==> src/rtl/cjo_pkg.sv <==
// Purpose: Shared constants and types for the jump and operand execution core
// Assumes: Byte-wide program memory and data memory, both read without latency
// Notes: Opcode layout is local to this core; lengths are one to three bytes
package cjo_pkg;
    // ------------------------------------------------------------------
    // Widths
    // ------------------------------------------------------------------
    localparam int PC_W = 15; // Program counter width
    localparam int DW = 8; // Data byte width
    localparam logic [14:0] PC_INC = 15'h0001; // Fetch step
    // ------------------------------------------------------------------
    // Data addresses
    // ------------------------------------------------------------------
    localparam logic [7:0] ADDR_X = 8'hfc; // Second pointer
    localparam logic [7:0] ADDR_SP = 8'hfd; // Stack pointer
    localparam logic [7:0] ADDR_B = 8'hfe; // First pointer
    localparam logic [3:0] REG_PAGE = 4'hf; // Upper nibble of register page
    // ------------------------------------------------------------------
    // Opcode fields
    // ------------------------------------------------------------------
    localparam logic [1:0] CLS_REL = 2'h0; // Short relative jump
    localparam logic [1:0] CLS_ALU = 2'h1; // Accumulator operations
    localparam logic [1:0] CLS_BIT = 2'h2; // Bit operations
    localparam logic [1:0] CLS_MISC = 2'h3; // Everything else
    localparam logic [6:0] REL_BIAS = 7'h20; // Field minus bias, from next pc
    localparam logic [1:0] MD_DIR = 2'h0; // Direct data address
    localparam logic [1:0] MD_B = 2'h1; // Byte at first pointer
    localparam logic [1:0] MD_IMM = 2'h2; // Immediate byte
    localparam logic [1:0] MD_X = 2'h3; // Byte at second pointer
    localparam logic [3:0] FN_ADD = 4'h0;
    localparam logic [3:0] FN_ADC = 4'h1;
    localparam logic [3:0] FN_SUBTRACT_WITH_BORROW = 4'h2; // subtract_with_borrow
    localparam logic [3:0] FN_AND = 4'h3;
    localparam logic [3:0] FN_OR = 4'h4;
    localparam logic [3:0] FN_XOR = 4'h5;
    localparam logic [3:0] FN_SKIP_UNLESS_EQUAL = 4'h6; // skip_unless_equal
    localparam logic [3:0] FN_SKIP_UNLESS_GREATER = 4'h7; // skip_unless_greater
    localparam logic [3:0] FN_LDA = 4'h8; // load_move into accumulator
    localparam logic [3:0] FN_XCH = 4'h9; // Exchange accumulator with memory
    localparam logic [1:0] BK_SET = 2'h0; // bit_set_op
    localparam logic [1:0] BK_CLR = 2'h1; // bit_clear_op
    localparam logic [1:0] BK_TST = 2'h2; // skip_unless_bit
    localparam logic [1:0] SUB_NIB = 2'h0; // pointer_nibble_test
    localparam logic [1:0] SUB_PTR = 2'h1; // Pointer indirect load or exchange
    localparam logic [1:0] SUB_SEGJ = 2'h2; // segment_jump
    localparam logic [1:0] SUB_EXT = 2'h3; // Extended group
    localparam logic [3:0] EX_LJMP = 4'h0; // long_jump
    localparam logic [3:0] EX_LCALL = 4'h1; // long_call
    localparam logic [3:0] EX_TBL = 4'h2; // table_jump
    localparam logic [3:0] EX_DECREMENT_SKIP_ZERO = 4'h3; // decrement_skip_zero
    localparam logic [3:0] EX_LDM = 4'h4; // Load direct memory immediate
    localparam logic [3:0] EX_LDR = 4'h5; // Load register page immediate
    localparam logic [3:0] EX_SCALL = 4'h6; // segment_call
    localparam logic [3:0] EX_LDS = 4'h7; // Load data segment immediate
    localparam logic [1:0] PS_INC = 2'h1; // Post increment
    localparam logic [1:0] PS_DEC = 2'h2; // Post decrement
    localparam logic [1:0] LEN1 = 2'd1;
    localparam logic [1:0] LEN2 = 2'd2;
    localparam logic [1:0] LEN3 = 2'd3;
    // ------------------------------------------------------------------
    // Reset values
    // ------------------------------------------------------------------
    localparam logic [14:0] RST_PC = 15'h0000;
    localparam logic [7:0] RST_ACC = 8'h00;
    localparam logic [7:0] RST_PTR = 8'h00;
    localparam logic [7:0] RST_SP = 8'h2f;
    localparam logic [7:0] RST_SEG = 8'h00;
    // ------------------------------------------------------------------
    // Types
    // ------------------------------------------------------------------
    typedef enum logic [2:0] {
        ST_OP = 3'b000,
        ST_B1 = 3'b001,
        ST_B2 = 3'b011,
        ST_EXEC = 3'b010,
        ST_PUSH = 3'b110
    } cjo_state_e;
    typedef struct packed {
        cjo_state_e st; // Sequencer state
        logic [14:0] pc; // Upper seven and lower eight counter bits
        logic [7:0] acc; // Accumulator
        logic [7:0] ptr_b; // First pointer
        logic [7:0] ptr_x; // Second pointer
        logic [7:0] sp; // Stack pointer
        logic [7:0] seg; // Data segment
        logic carry; // Carry flag
        logic hcarry; // half_carry_flag
        logic skip; // Next instruction is to be skipped
        logic [7:0] op; // Opcode byte
        logic [7:0] b1; // Second instruction byte
        logic [7:0] b2; // Third instruction byte
    } cjo_regs_s;
endpackage

==> src/rtl/cjo_core.sv <==
// Purpose: Execution core for jumps, calls, accumulator, bit and load operations
// Assumes: Program and data memory answer in the same cycle as the address
// Notes: One cycle per instruction byte, then one execute cycle, two for calls
`timescale 1ns/1ps
module cjo_core (
    input wire logic clk_sys_i,
    input wire logic rst_n_i,
    output logic [cjo_pkg::PC_W-1:0] prog_addr_o,
    input wire logic [cjo_pkg::DW-1:0] prog_data_i,
    output logic [cjo_pkg::DW-1:0] dmem_addr_o,
    output logic [cjo_pkg::DW-1:0] dmem_wdata_o,
    output logic dmem_we_o,
    input wire logic [cjo_pkg::DW-1:0] dmem_rdata_i,
    output logic [cjo_pkg::DW-1:0] acc_o,
    output logic carry_o,
    output logic half_carry_o,
    output logic [cjo_pkg::DW-1:0] data_seg_o
);
    import cjo_pkg::*;

    // ------------------------------------------------------------------
    // State and decode
    // ------------------------------------------------------------------
    cjo_regs_s s; // Registered state
    cjo_regs_s next_s; // Next state
    logic [1:0] cls; // Opcode class
    logic [3:0] fn; // Accumulator function
    logic [1:0] md; // Operand mode
    logic [1:0] sub; // Misc subgroup
    logic [3:0] ext; // Extended code
    logic [2:0] bit_idx; // Selected bit
    logic [7:0] mask; // One-hot bit mask
    logic [7:0] d_addr; // Data address this cycle
    logic [7:0] rd; // Data read, pointers folded in
    logic [7:0] opnd; // General operand
    logic [7:0] opb; // Operand into adder
    logic alu_cin; // Adder carry in
    logic [8:0] sum; // Adder result with carry
    logic [4:0] hsum; // Low nibble sum with carry
    logic [6:0] rel_d; // Relative offset
    logic [14:0] rel_target; // Relative jump target
    logic [7:0] dec_val; // Decremented byte
    logic is_call; // Opcode is a call, in any state
    logic tbl_fetch; // Table read this cycle
    logic wr_en; // Data write this cycle
    logic [7:0] wr_data; // Data to write
    logic [1:0] ptr_step; // Pointer post step
    logic ptr_sel_x; // Step second pointer

    assign cls = s.op[7:6];
    assign fn = s.op[5:2];
    assign md = s.op[1:0];
    assign sub = s.op[5:4];
    assign ext = s.op[3:0];
    assign bit_idx = s.op[2:0];
    assign mask = 8'h01 << bit_idx;
    assign is_call = (cls == CLS_MISC) && (sub == SUB_EXT) &&
                     ((ext == EX_LCALL) || (ext == EX_SCALL));
    assign tbl_fetch = (s.st == ST_EXEC) && (cls == CLS_MISC) &&
                       (sub == SUB_EXT) && (ext == EX_TBL);

    // Instruction length from the opcode byte
    function automatic logic [1:0] cjo_len(input logic [7:0] o);
        logic [1:0] n;
        n = LEN1;
        case (o[7:6])
            CLS_ALU: n = (o[1:0] == MD_DIR || o[1:0] == MD_IMM) ? LEN2 : LEN1;
            CLS_BIT: n = o[3] ? LEN2 : LEN1; // Direct form carries an address
            CLS_MISC: begin
                if (o[5:4] == SUB_SEGJ) begin
                    n = LEN2;
                end else if (o[5:4] == SUB_EXT) begin
                    case (o[3:0])
                        EX_LJMP, EX_LCALL, EX_LDM, EX_LDR, EX_SCALL: n = LEN3;
                        EX_DECREMENT_SKIP_ZERO, EX_LDS: n = LEN2;
                        default: n = LEN1;
                    endcase
                end
            end
            default: n = LEN1;
        endcase
        return n;
    endfunction

    // ------------------------------------------------------------------
    // Data path
    // ------------------------------------------------------------------
    // Data address selection per instruction
    always_comb begin
        d_addr = s.ptr_b;
        if (s.st == ST_PUSH) begin
            d_addr = s.sp - 8'h01;
        end else if (cls == CLS_ALU) begin
            if (md == MD_DIR) begin
                d_addr = s.b1;
            end else if (md == MD_X) begin
                d_addr = s.ptr_x;
            end
        end else if (cls == CLS_BIT) begin
            d_addr = s.op[3] ? s.b1 : s.ptr_b;
        end else if (cls == CLS_MISC && sub == SUB_PTR) begin
            d_addr = s.op[3] ? s.ptr_x : s.ptr_b;
        end else if (cls == CLS_MISC && sub == SUB_EXT) begin
            if (ext == EX_DECREMENT_SKIP_ZERO || ext == EX_LDR) begin
                d_addr = {REG_PAGE, s.b1[3:0]};
            end else if (ext == EX_LDM) begin
                d_addr = s.b1;
            end else if (is_call) begin
                d_addr = s.sp;
            end
        end
    end

    // Read data with pointer registers folded in; they live here, not in memory
    assign rd = (d_addr == ADDR_X) ? s.ptr_x : (d_addr == ADDR_SP) ? s.sp :
                (d_addr == ADDR_B) ? s.ptr_b : dmem_rdata_i;

    // Operand, adder and offsets
    assign opnd = (md == MD_IMM) ? s.b1 : rd;
    assign opb = (fn == FN_SUBTRACT_WITH_BORROW) ? ~opnd : opnd;
    assign alu_cin = (fn == FN_ADD) ? 1'b0 : s.carry;
    assign sum = {1'b0, s.acc} + {1'b0, opb} + {8'h00, alu_cin};
    assign hsum = {1'b0, s.acc[3:0]} + {1'b0, opb[3:0]} + {4'h0, alu_cin};
    assign rel_d = {1'b0, s.op[5:0]} - REL_BIAS;
    assign rel_target = s.pc + {{8{rel_d[6]}}, rel_d};
    assign dec_val = rd - 8'h01;

    // ------------------------------------------------------------------
    // Sequencer and execute
    // ------------------------------------------------------------------
    // Next state for fetch, skip and execute
    always_comb begin
        next_s = s;
        wr_en = 1'b0;
        wr_data = s.acc;
        ptr_step = 2'h0;
        ptr_sel_x = s.op[3];
        case (s.st)
            ST_OP: begin
                next_s.op = prog_data_i;
                next_s.pc = s.pc + PC_INC;
                if (cjo_len(prog_data_i) != LEN1) begin
                    next_s.st = ST_B1;
                end else if (s.skip) begin
                    next_s.skip = 1'b0;
                end else begin
                    next_s.st = ST_EXEC;
                end
            end
            ST_B1: begin
                next_s.b1 = prog_data_i;
                next_s.pc = s.pc + PC_INC;
                if (cjo_len(s.op) == LEN3) begin
                    next_s.st = ST_B2;
                end else if (s.skip) begin
                    next_s.st = ST_OP;
                    next_s.skip = 1'b0;
                end else begin
                    next_s.st = ST_EXEC;
                end
            end
            ST_B2: begin
                next_s.b2 = prog_data_i;
                next_s.pc = s.pc + PC_INC;
                next_s.st = s.skip ? ST_OP : ST_EXEC;
                next_s.skip = 1'b0;
            end
            ST_PUSH: begin
                wr_en = 1'b1; // Upper counter bits below the lower
                wr_data = s.b1;
                next_s.sp = s.sp - 8'h02;
                next_s.st = ST_OP;
            end
            default: begin
                next_s.st = ST_OP;
                case (cls)
                    CLS_REL: next_s.pc = rel_target;
                    CLS_ALU: begin
                        case (fn)
                            FN_ADD: next_s.acc = sum[7:0];
                            FN_ADC, FN_SUBTRACT_WITH_BORROW: begin
                                next_s.acc = sum[7:0];
                                next_s.carry = sum[8];
                                next_s.hcarry = hsum[4];
                            end
                            FN_AND: next_s.acc = s.acc & opnd;
                            FN_OR: next_s.acc = s.acc | opnd;
                            FN_XOR: next_s.acc = s.acc ^ opnd;
                            FN_SKIP_UNLESS_EQUAL: next_s.skip = (s.acc != opnd);
                            FN_SKIP_UNLESS_GREATER: next_s.skip = !(s.acc > opnd);
                            FN_LDA: next_s.acc = opnd;
                            FN_XCH: begin
                                if (md != MD_IMM) begin
                                    next_s.acc = rd;
                                    wr_en = 1'b1;
                                end
                            end
                            default: next_s.st = ST_OP; // Spare codes do nothing
                        endcase
                    end
                    CLS_BIT: begin
                        case (s.op[5:4])
                            BK_SET: begin
                                wr_en = 1'b1;
                                wr_data = rd | mask;
                            end
                            BK_CLR: begin
                                wr_en = 1'b1;
                                wr_data = rd & ~mask;
                            end
                            BK_TST: next_s.skip = ~rd[bit_idx];
                            default: next_s.st = ST_OP; // Spare code does nothing
                        endcase
                    end
                    default: begin
                        case (sub)
                            SUB_NIB: next_s.skip = (s.ptr_b[3:0] == ext);
                            SUB_PTR: begin
                                next_s.acc = rd;
                                wr_en = ~s.op[2];
                                ptr_step = s.op[1:0];
                            end
                            SUB_SEGJ: next_s.pc[11:0] = {ext, s.b1};
                            default: begin
                                case (ext)
                                    EX_LJMP: next_s.pc = {s.b1[6:0], s.b2};
                                    EX_LCALL: begin
                                        next_s.pc = {s.b1[6:0], s.b2};
                                        wr_en = 1'b1;
                                        wr_data = s.pc[7:0];
                                        next_s.b1 = {1'b0, s.pc[14:8]};
                                        next_s.st = ST_PUSH;
                                    end
                                    EX_SCALL: begin
                                        next_s.pc[11:0] = {s.b1[3:0], s.b2};
                                        wr_en = 1'b1;
                                        wr_data = s.pc[7:0];
                                        next_s.b1 = {1'b0, s.pc[14:8]};
                                        next_s.st = ST_PUSH;
                                    end
                                    EX_TBL: next_s.pc[7:0] = prog_data_i;
                                    EX_DECREMENT_SKIP_ZERO: begin
                                        wr_en = 1'b1;
                                        wr_data = dec_val;
                                        next_s.skip = (dec_val == 8'h00);
                                    end
                                    EX_LDM, EX_LDR: begin
                                        wr_en = 1'b1;
                                        wr_data = s.b2;
                                    end
                                    EX_LDS: next_s.seg = s.b1;
                                    default: next_s.st = ST_OP; // No operation
                                endcase
                            end
                        endcase
                    end
                endcase
            end
        endcase
        // Writes to pointer addresses land in the pointer registers, except a push write to the stack pointer address
        if (wr_en && d_addr == ADDR_X) begin
            next_s.ptr_x = wr_data;
        end else if (wr_en && d_addr == ADDR_SP && s.st != ST_PUSH) begin
            next_s.sp = wr_data;
        end else if (wr_en && d_addr == ADDR_B) begin
            next_s.ptr_b = wr_data;
        end
        // Post step of the pointer used by the exchange or load
        if (ptr_step == PS_INC || ptr_step == PS_DEC) begin
            if (ptr_sel_x) begin
                next_s.ptr_x = (ptr_step == PS_INC) ? s.ptr_x + 8'h01 : s.ptr_x - 8'h01;
            end else begin
                next_s.ptr_b = (ptr_step == PS_INC) ? s.ptr_b + 8'h01 : s.ptr_b - 8'h01;
            end
        end
    end

    // State register
    always_ff @(posedge clk_sys_i or negedge rst_n_i) begin
        if (!rst_n_i) begin
            s <= '{st: ST_OP, pc: RST_PC, acc: RST_ACC, ptr_b: RST_PTR,
                   ptr_x: RST_PTR, sp: RST_SP, seg: RST_SEG, carry: 1'b0,
                   hcarry: 1'b0, skip: 1'b0, op: 8'h00, b1: 8'h00, b2: 8'h00};
        end else begin
            s <= next_s;
        end
    end

    // ------------------------------------------------------------------
    // Outputs
    // ------------------------------------------------------------------
    assign prog_addr_o = tbl_fetch ? {s.pc[14:8], s.acc} : s.pc;
    assign dmem_addr_o = d_addr;
    assign dmem_wdata_o = wr_data;
    assign dmem_we_o = wr_en && (d_addr != ADDR_X) && (d_addr != ADDR_SP) && (d_addr != ADDR_B);
    assign acc_o = s.acc;
    assign carry_o = s.carry;
    assign half_carry_o = s.hcarry;
    assign data_seg_o = s.seg;
endmodule // cjo_core

==> config.mk <==
export PLATFORM = sky130hd
export DESIGN_NAME = cjo_core
export DESIGN_NICKNAME = d
export VERILOG_FILES = /design/src/rtl/cjo_pkg.sv /design/src/rtl/cjo_core.sv
export SDC_FILE = /design/constraint.sdc
export NUM_CORES = 1
export LEC_CHECK = 0
export BUFFER_PORTS_ARGS = -buffer_cell sky130_fd_sc_hd__buf_4
export CAP_MARGIN = 5
export CORE_ASPECT_RATIO = 2
export CORE_UTILIZATION = 45
export CTS_BUF_LIST = sky130_fd_sc_hd__clkbuf_4 sky130_fd_sc_hd__clkbuf_8
export DETAILED_ROUTE_END_ITERATION = 8
export PLACE_DENSITY = 0.73
export SYNTH_ARGS = -nofsm -noshare
export SYNTH_HDL_FRONTEND = slang
export SYNTH_SLANG_ARGS = --single-unit
==> constraint.sdc <==
create_clock -name clk_sys_i -period 9.1 [get_ports clk_sys_i]
set_input_delay 1.82 -clock clk_sys_i [delete_from_list [all_inputs] [get_ports clk_sys_i]]
set_output_delay 1.82 -clock clk_sys_i [all_outputs]
set_load 0.05 [all_outputs]
* Yosys cells after proc, flatten, opt, wreduce, memory -nomap -nowiden
Index checks and enable logic that the tools add are counted.
Word-level totals: register bits after elaboration 85, input port bits 18, logic and storage cells 271
Operators by class: $add $sub $neg 14, magnitude comparators 2, eq/ne operators 68, shift operators 1, mux-type cells 92, bitwise logic cells 15, reduce and logical (&&, ||, !) cells 64
Operators with widths (count):
- $mux 8 | 35
- $pmux 8 s2 | 6
- $pmux 15 s2 | 2
- $eq 4x3->1 const B | 12
- $pmux 8 s6 | 1
- $sub 8x1->8 const B | 4
- $mux 2 | 14
- $eq 2x2->1 const B | 13
- $eq 8x8->1 const B | 3
- $ne 8x8->1 const B | 3
- $pmux 12 s2 | 1
- $pmux 8 s3 | 1
- $reduce_or 2->1 | 12
- $eq 4x2->1 const B | 5
- $reduce_and 4->1 | 5
- $mux 3 | 6
- $reduce_or 3->1 | 6
- $add 8x1->8 const B | 2
- $and 8x8->8 | 2
- $mux 16 | 1
- $not 8->8 | 2
- $or 8x8->8 | 2
- $add 15x1->15 const B | 1
- $add 15x15->15 | 1
- other kinds (54) | 116

* Logic depth before layout (Yosys ltp)
depth in word-level cells 25, mapped depth 28, gate-level depth less buffers 25

* Least setup slack after synthesis
OpenSTA, ideal clock, no wires.
path type flip-flop to output port, start point register s, in the netlist fn[3], end point output port dmem_wdata_o[7] (netlist bit), arrival time 4.863 ns, data required time 7.280 ns, path slack 2.417 ns, stages on the path, launching flop included 16, buffers on the path 1, path through dfrtp_1 inv_1 ha_1 clkbuf_1 nand2_1 o32ai_1 a311oi_1 o22ai_2 and4b_1 nand2_2 o32a_4 nor4_4 xnor2_1 o31ai_2 nor2_1 o21ai_0
On the way: cells in the longest elaborated chain, start to end 20
Ends and longest elaborated chain:
- start, declared | line cjo_core.sv:24 | cjo_regs_s s;
- start signal, assigned | line cjo_core.sv:281 | s <= '{st: ST_OP, pc: RST_PC, acc: RST_ACC, ptr_b: RST_PTR,
- start signal, assigned | line cjo_core.sv:285 | s <= next_s;
- $eq 2x2->1 | line cjo_core.sv:57, cjo_core.sv:103
- $logic_and 1x1->1 | line cjo_core.sv:57, cjo_core.sv:103
- $logic_and 1x1->1 | line cjo_core.sv:57 | assign is_call = (cls == CLS_MISC) && (sub == SUB_EXT) &&
- $mux 8 | line cjo_core.sv:108 | end else if (is_call) begin
- $mux 8 | line cjo_core.sv:106 | end else if (ext == EX_LDM) begin
- $mux 8 | line cjo_core.sv:104 | if (ext == EX_DECREMENT_SKIP_ZERO || ext == EX_LDR) begin
- $mux 8 | line cjo_core.sv:103 | end else if (cls == CLS_MISC && sub == SUB_EXT) begin
- $mux 8 * | line cjo_core.sv:101 | end else if (cls == CLS_MISC && sub == SUB_PTR) begin
- [3 not listed]
- via dmem_addr_o, one bit | line cjo_core.sv:10 | output logic [cjo_pkg::DW-1:0] dmem_addr_o,
- [1 not listed]
- $mux 8 | line cjo_core.sv:116 | (d_addr == ADDR_B) ? s.ptr_b : dmem_rdata_i;
- $mux 8 | line cjo_core.sv:115 | assign rd = (d_addr == ADDR_X) ? s.ptr_x : (d_addr == ADDR_SP) ? s.sp :
- $mux 8 * | line cjo_core.sv:115
- $sub 8x1->8 | line cjo_core.sv:126 | assign dec_val = rd - 8'h01;
- $pmux 8 s3 | line cjo_core.sv:225 | case (ext)
- $mux 8 | line cjo_core.sv:216 | case (sub)
- $pmux 8 s2 * | line cjo_core.sv:176 | case (cls)
- $pmux 8 s2 * | line cjo_core.sv:138 | case (s.st)
- end, declared | line cjo_core.sv:11 | output logic [cjo_pkg::DW-1:0] dmem_wdata_o,
The timed path passes the listed nets; every way through them passes the cells marked *.

* Worst setup path after layout
start point register s[84] (netlist bit), end point output port dmem_wdata_o[6] (netlist bit)
On the way: cells in the longest elaborated chain, start to end 11
Ends and longest elaborated chain:
- $eq 3x3->1 | line cjo_core.sv:91, cjo_core.sv:138
- $mux 8 | line cjo_core.sv:91 | if (s.st == ST_PUSH) begin
- $eq 8x8->1 | line cjo_core.sv:116
- $mux 8 | line cjo_core.sv:116
- $mux 8 (2 in series) | line cjo_core.sv:115
- $sub 8x1->8 | line cjo_core.sv:126
- $pmux 8 s3 | line cjo_core.sv:225
- $mux 8 | line cjo_core.sv:216
- $pmux 8 s2 | line cjo_core.sv:176
- $pmux 8 s2 * | line cjo_core.sv:138
Every way passes the cells marked *; elsewhere a longest branch is shown, timed or not.

==> qor.yml <==
outcome:
  status: "finished clean"
synthesis:
  ys_ff_latch: 85
  yosysMostFrequentCell: "o21ai_0"
  yosysUniqueCellTypes: 96
  mappedNetlistArea_um2: 10500
  synth-edff-count: 0
  synthArstFlopShare_pct: 100
  syn_nets: 1467
  synth_commonest_cells: "120 x o21ai_0, 117 x nor2_1, 113 x nand2_1"
  yosys.area.top_type: "dfrtp_1"
  postSynthCellCount: 1363
  seq_area_frac_synth_pct: 20.2
  yosys-top-cells-area: "dfrtp_1 19%, ha_1 9.6%, mux2i_1 5.9%"
  synth_flop_cell: "dfrtp_1"
  ys_warn_count: 0
  synth_top_area_share_pct: 19.0
  syn_avg_cell_area_um2: 7.73
global_routing:
  gr-usage-all-layers_pct: 36.3
  grt_pass1_vias: 10600
  grt-ovfl-total: 0
  grtUsageMet1_pct: 37.6
  grt_pass1_wl_um: 63500
  use_met3_pct: 6.50
  top_usage_layer: "met2"
  grt_max_degree: 67
  grtUsageMet2_pct: 60.7
  antenna_found_initial: 1
timing:
  final_hold_viol_count: 0
  setup_violations: 0
  worst_pin_slew_ns: 1.12
  clock_skew_ns: 0.0204
  timing.final.crit_share_pct: 88.7
  fmax_mhz: 124
  setup_tns_ns: 0
  maxSlewViolCount: 0
  period_minus_slack_ns: 8.07
  rsz0062_at_grt: "false"
  relSlewSlack_pct: 25.1
layout:
  area_delta_synth_final_pct: 5.65
  drive_above_1_share_pct: 12.3
  stdcell_area_um2: 11100
  final.fill_count: 2332
  layout.nets: 1443
setup_path:
  slowest_stage: "dfrtp_1"
  worstPathMaxFanout: 33
  slowest_delay_ns: 1.10
  path_common_cell: "inv_1"
  worstPathArrival_ns: 6.25
  path_cells: "and3b_1 -> o31ai_1 -> a31oi_1 -> and2_1 -> nand3_1 -> a2bb2oi_1 -> o22a_1 -> inv_1 -> ha_1 -> inv_1 -> nor4_1 -> mux2i_1 -> nor3_1 -> o32a_1 -> inv_1 -> buf_4"
  critPathLaunchType: "register"
  critPathTopFamily: "simple AND/OR/NAND/NOR gates"
  endpoint_kind: "output port"
  worstPathRequired_ns: 7.28
  path_buf_inv: 4
  crit_type: "reg -> out"
floorplan:
  start_util_pct: 46.2
  die_w_um: 110
  core_area_um2: 22800
  rows: 78
  io_pins: 68
  die_area_um2: 24100
  dieHeight_um: 218
routing:
  num_vias: 10800
  first_iter_violations: 976
  ant_nets: 0
  routed_wl_um: 42200
  drt-wirelength-per-cell_um: 26.0
  via_per_inst: 6.63
  dr.pass1.iters: 7
  drc: 0
clock_tree:
  cts_sinks: 85
  post_cts_buffers: 0
  hold_buffers: 0
  cts-root-buf: "clkbuf_8"
  h-tree-depth: 3
  clk_pin_slew_ns: 0.11
  cts_tree: "yes"
  clk_path_buf_depth: 2
  cts_buffers: 9
  insertion_delay_ns: 0.43
  cts_resized: 0
run:
  drv_cap: 0
place:
  dp_hpwl_um: 31700
  postPlaceCellArea_um2: 10900
  gp_congestion: 1.02
  io_buffers: 67
worst_hold_path:
  hold_path.class: "reg -> reg"
-- cell type report --
type / count / area (µm²) / area share [%]
Multi-Input combinational cell: 1086 / 7540 / 67.7
Sequential cell: 85 / 2140 / 19.2
Timing Repair Buffer: 87 / 653 / 5.87
Tap cell: 280 / 350 / 3.15
Inverter: 70 / 263 / 2.36
Clock buffer: 10 / 138 / 1.24
Clock inverter: 6 / 52.6 / 0.472
Antenna cell: 1 / 2.50 / 0.0225
-- registers in the layout (all words and copies together) (netlist names) --
signal        flops
acc_o             8
bit_idx           3
carry_o           1
cls               2
data_seg_o        8
ext               1
fn                2
half_carry_o      1
s                59
-- per-stage QoR --
stage / setup WS (ns) / std cells / utilization (%) / hold WS (ns)
5_1_grt: 0.675 / 1624 / 48.8 / 0.539
4_1_cts: 1.09 / 1624 / 48.8 / 0.518
2_1_floorplan: 2.42 / 1363 / - / 0.451
3_3_place_gp: 1.64 / 1608 / 47.9 / 0.485
6_report: 1.03 / 1625 / 48.8 / 0.509
3_5_place_dp: 1.57 / 1608 / 47.9 / 0.492
-- cells by family (layout without fill, tap and decap cells) --
family / Yosys count / in the layout / share of synthesized area, %
adder cells (fa/ha/maj): 89 / 89 / 10.8
other: 0 / 1 / 0
AO/OA/AOI/OAI: 448 / 448 / 28.2
multiplexers: 93 / 93 / 9.20
AND/OR/NAND/NOR: 402 / 402 / 18.8
flip-flops: 85 / 85 / 20.2
buffers and inverters: 192 / 173 / 8.27
XOR/XNOR: 54 / 54 / 4.49
-- tightest hold or removal path, cell delays in order, from the launching register on --
cell and delay, ns:
dfrtp_1 0.37, nand2_1 0.05, o21ai_0 0.06
-- cells in the final DEF (no fill, tap or decap), drive strengths merged, types with 12 or more instances in the layout --
cell type and count:
inv 73, a211oi 16, buf 87, o21ai 125, o21bai 14, mux2 31
and2 14, nor2 118, mux2i 62, a21o 15, nor3 20, ha 81
xnor2 37, o22ai 13, a21oi 104, nand2b 12, nand3 28, a31oi 22
nand4 12, dfrtp 80, nor2b 14, and3 12, o22a 13, xor2 17
nand2 114
-- layer usage --
metal	vias up	wire, µm
li1	4889	-
met1	5134	14300
met2	529	20800
met3	226	2640
met4	0	4380
met5	-	0
-- path summary, 6_finish.rpt --
check / from / to / slack [ns] / cells past startpoint
min in group asynchronous: rst_n_i / cls[1] / 1.25 / 1
worst min-delay path: data_seg_o[1] / data_seg_o[1] / 0.51 / 2
worst min register to register: data_seg_o[1] / data_seg_o[1] / 0.51 / 2
worst max-delay path: s[84] / dmem_wdata_o[6] / 1.03 / 16
max in group asynchronous: rst_n_i / acc_o[5] / 6.60 / 2
worst max register to register: s[84] / acc_o[7] / 1.99 / 23
Power is left out: the tool's default activity adds up to more than one toggle a clock period on the data nets, which glitch-free logic cannot reach.
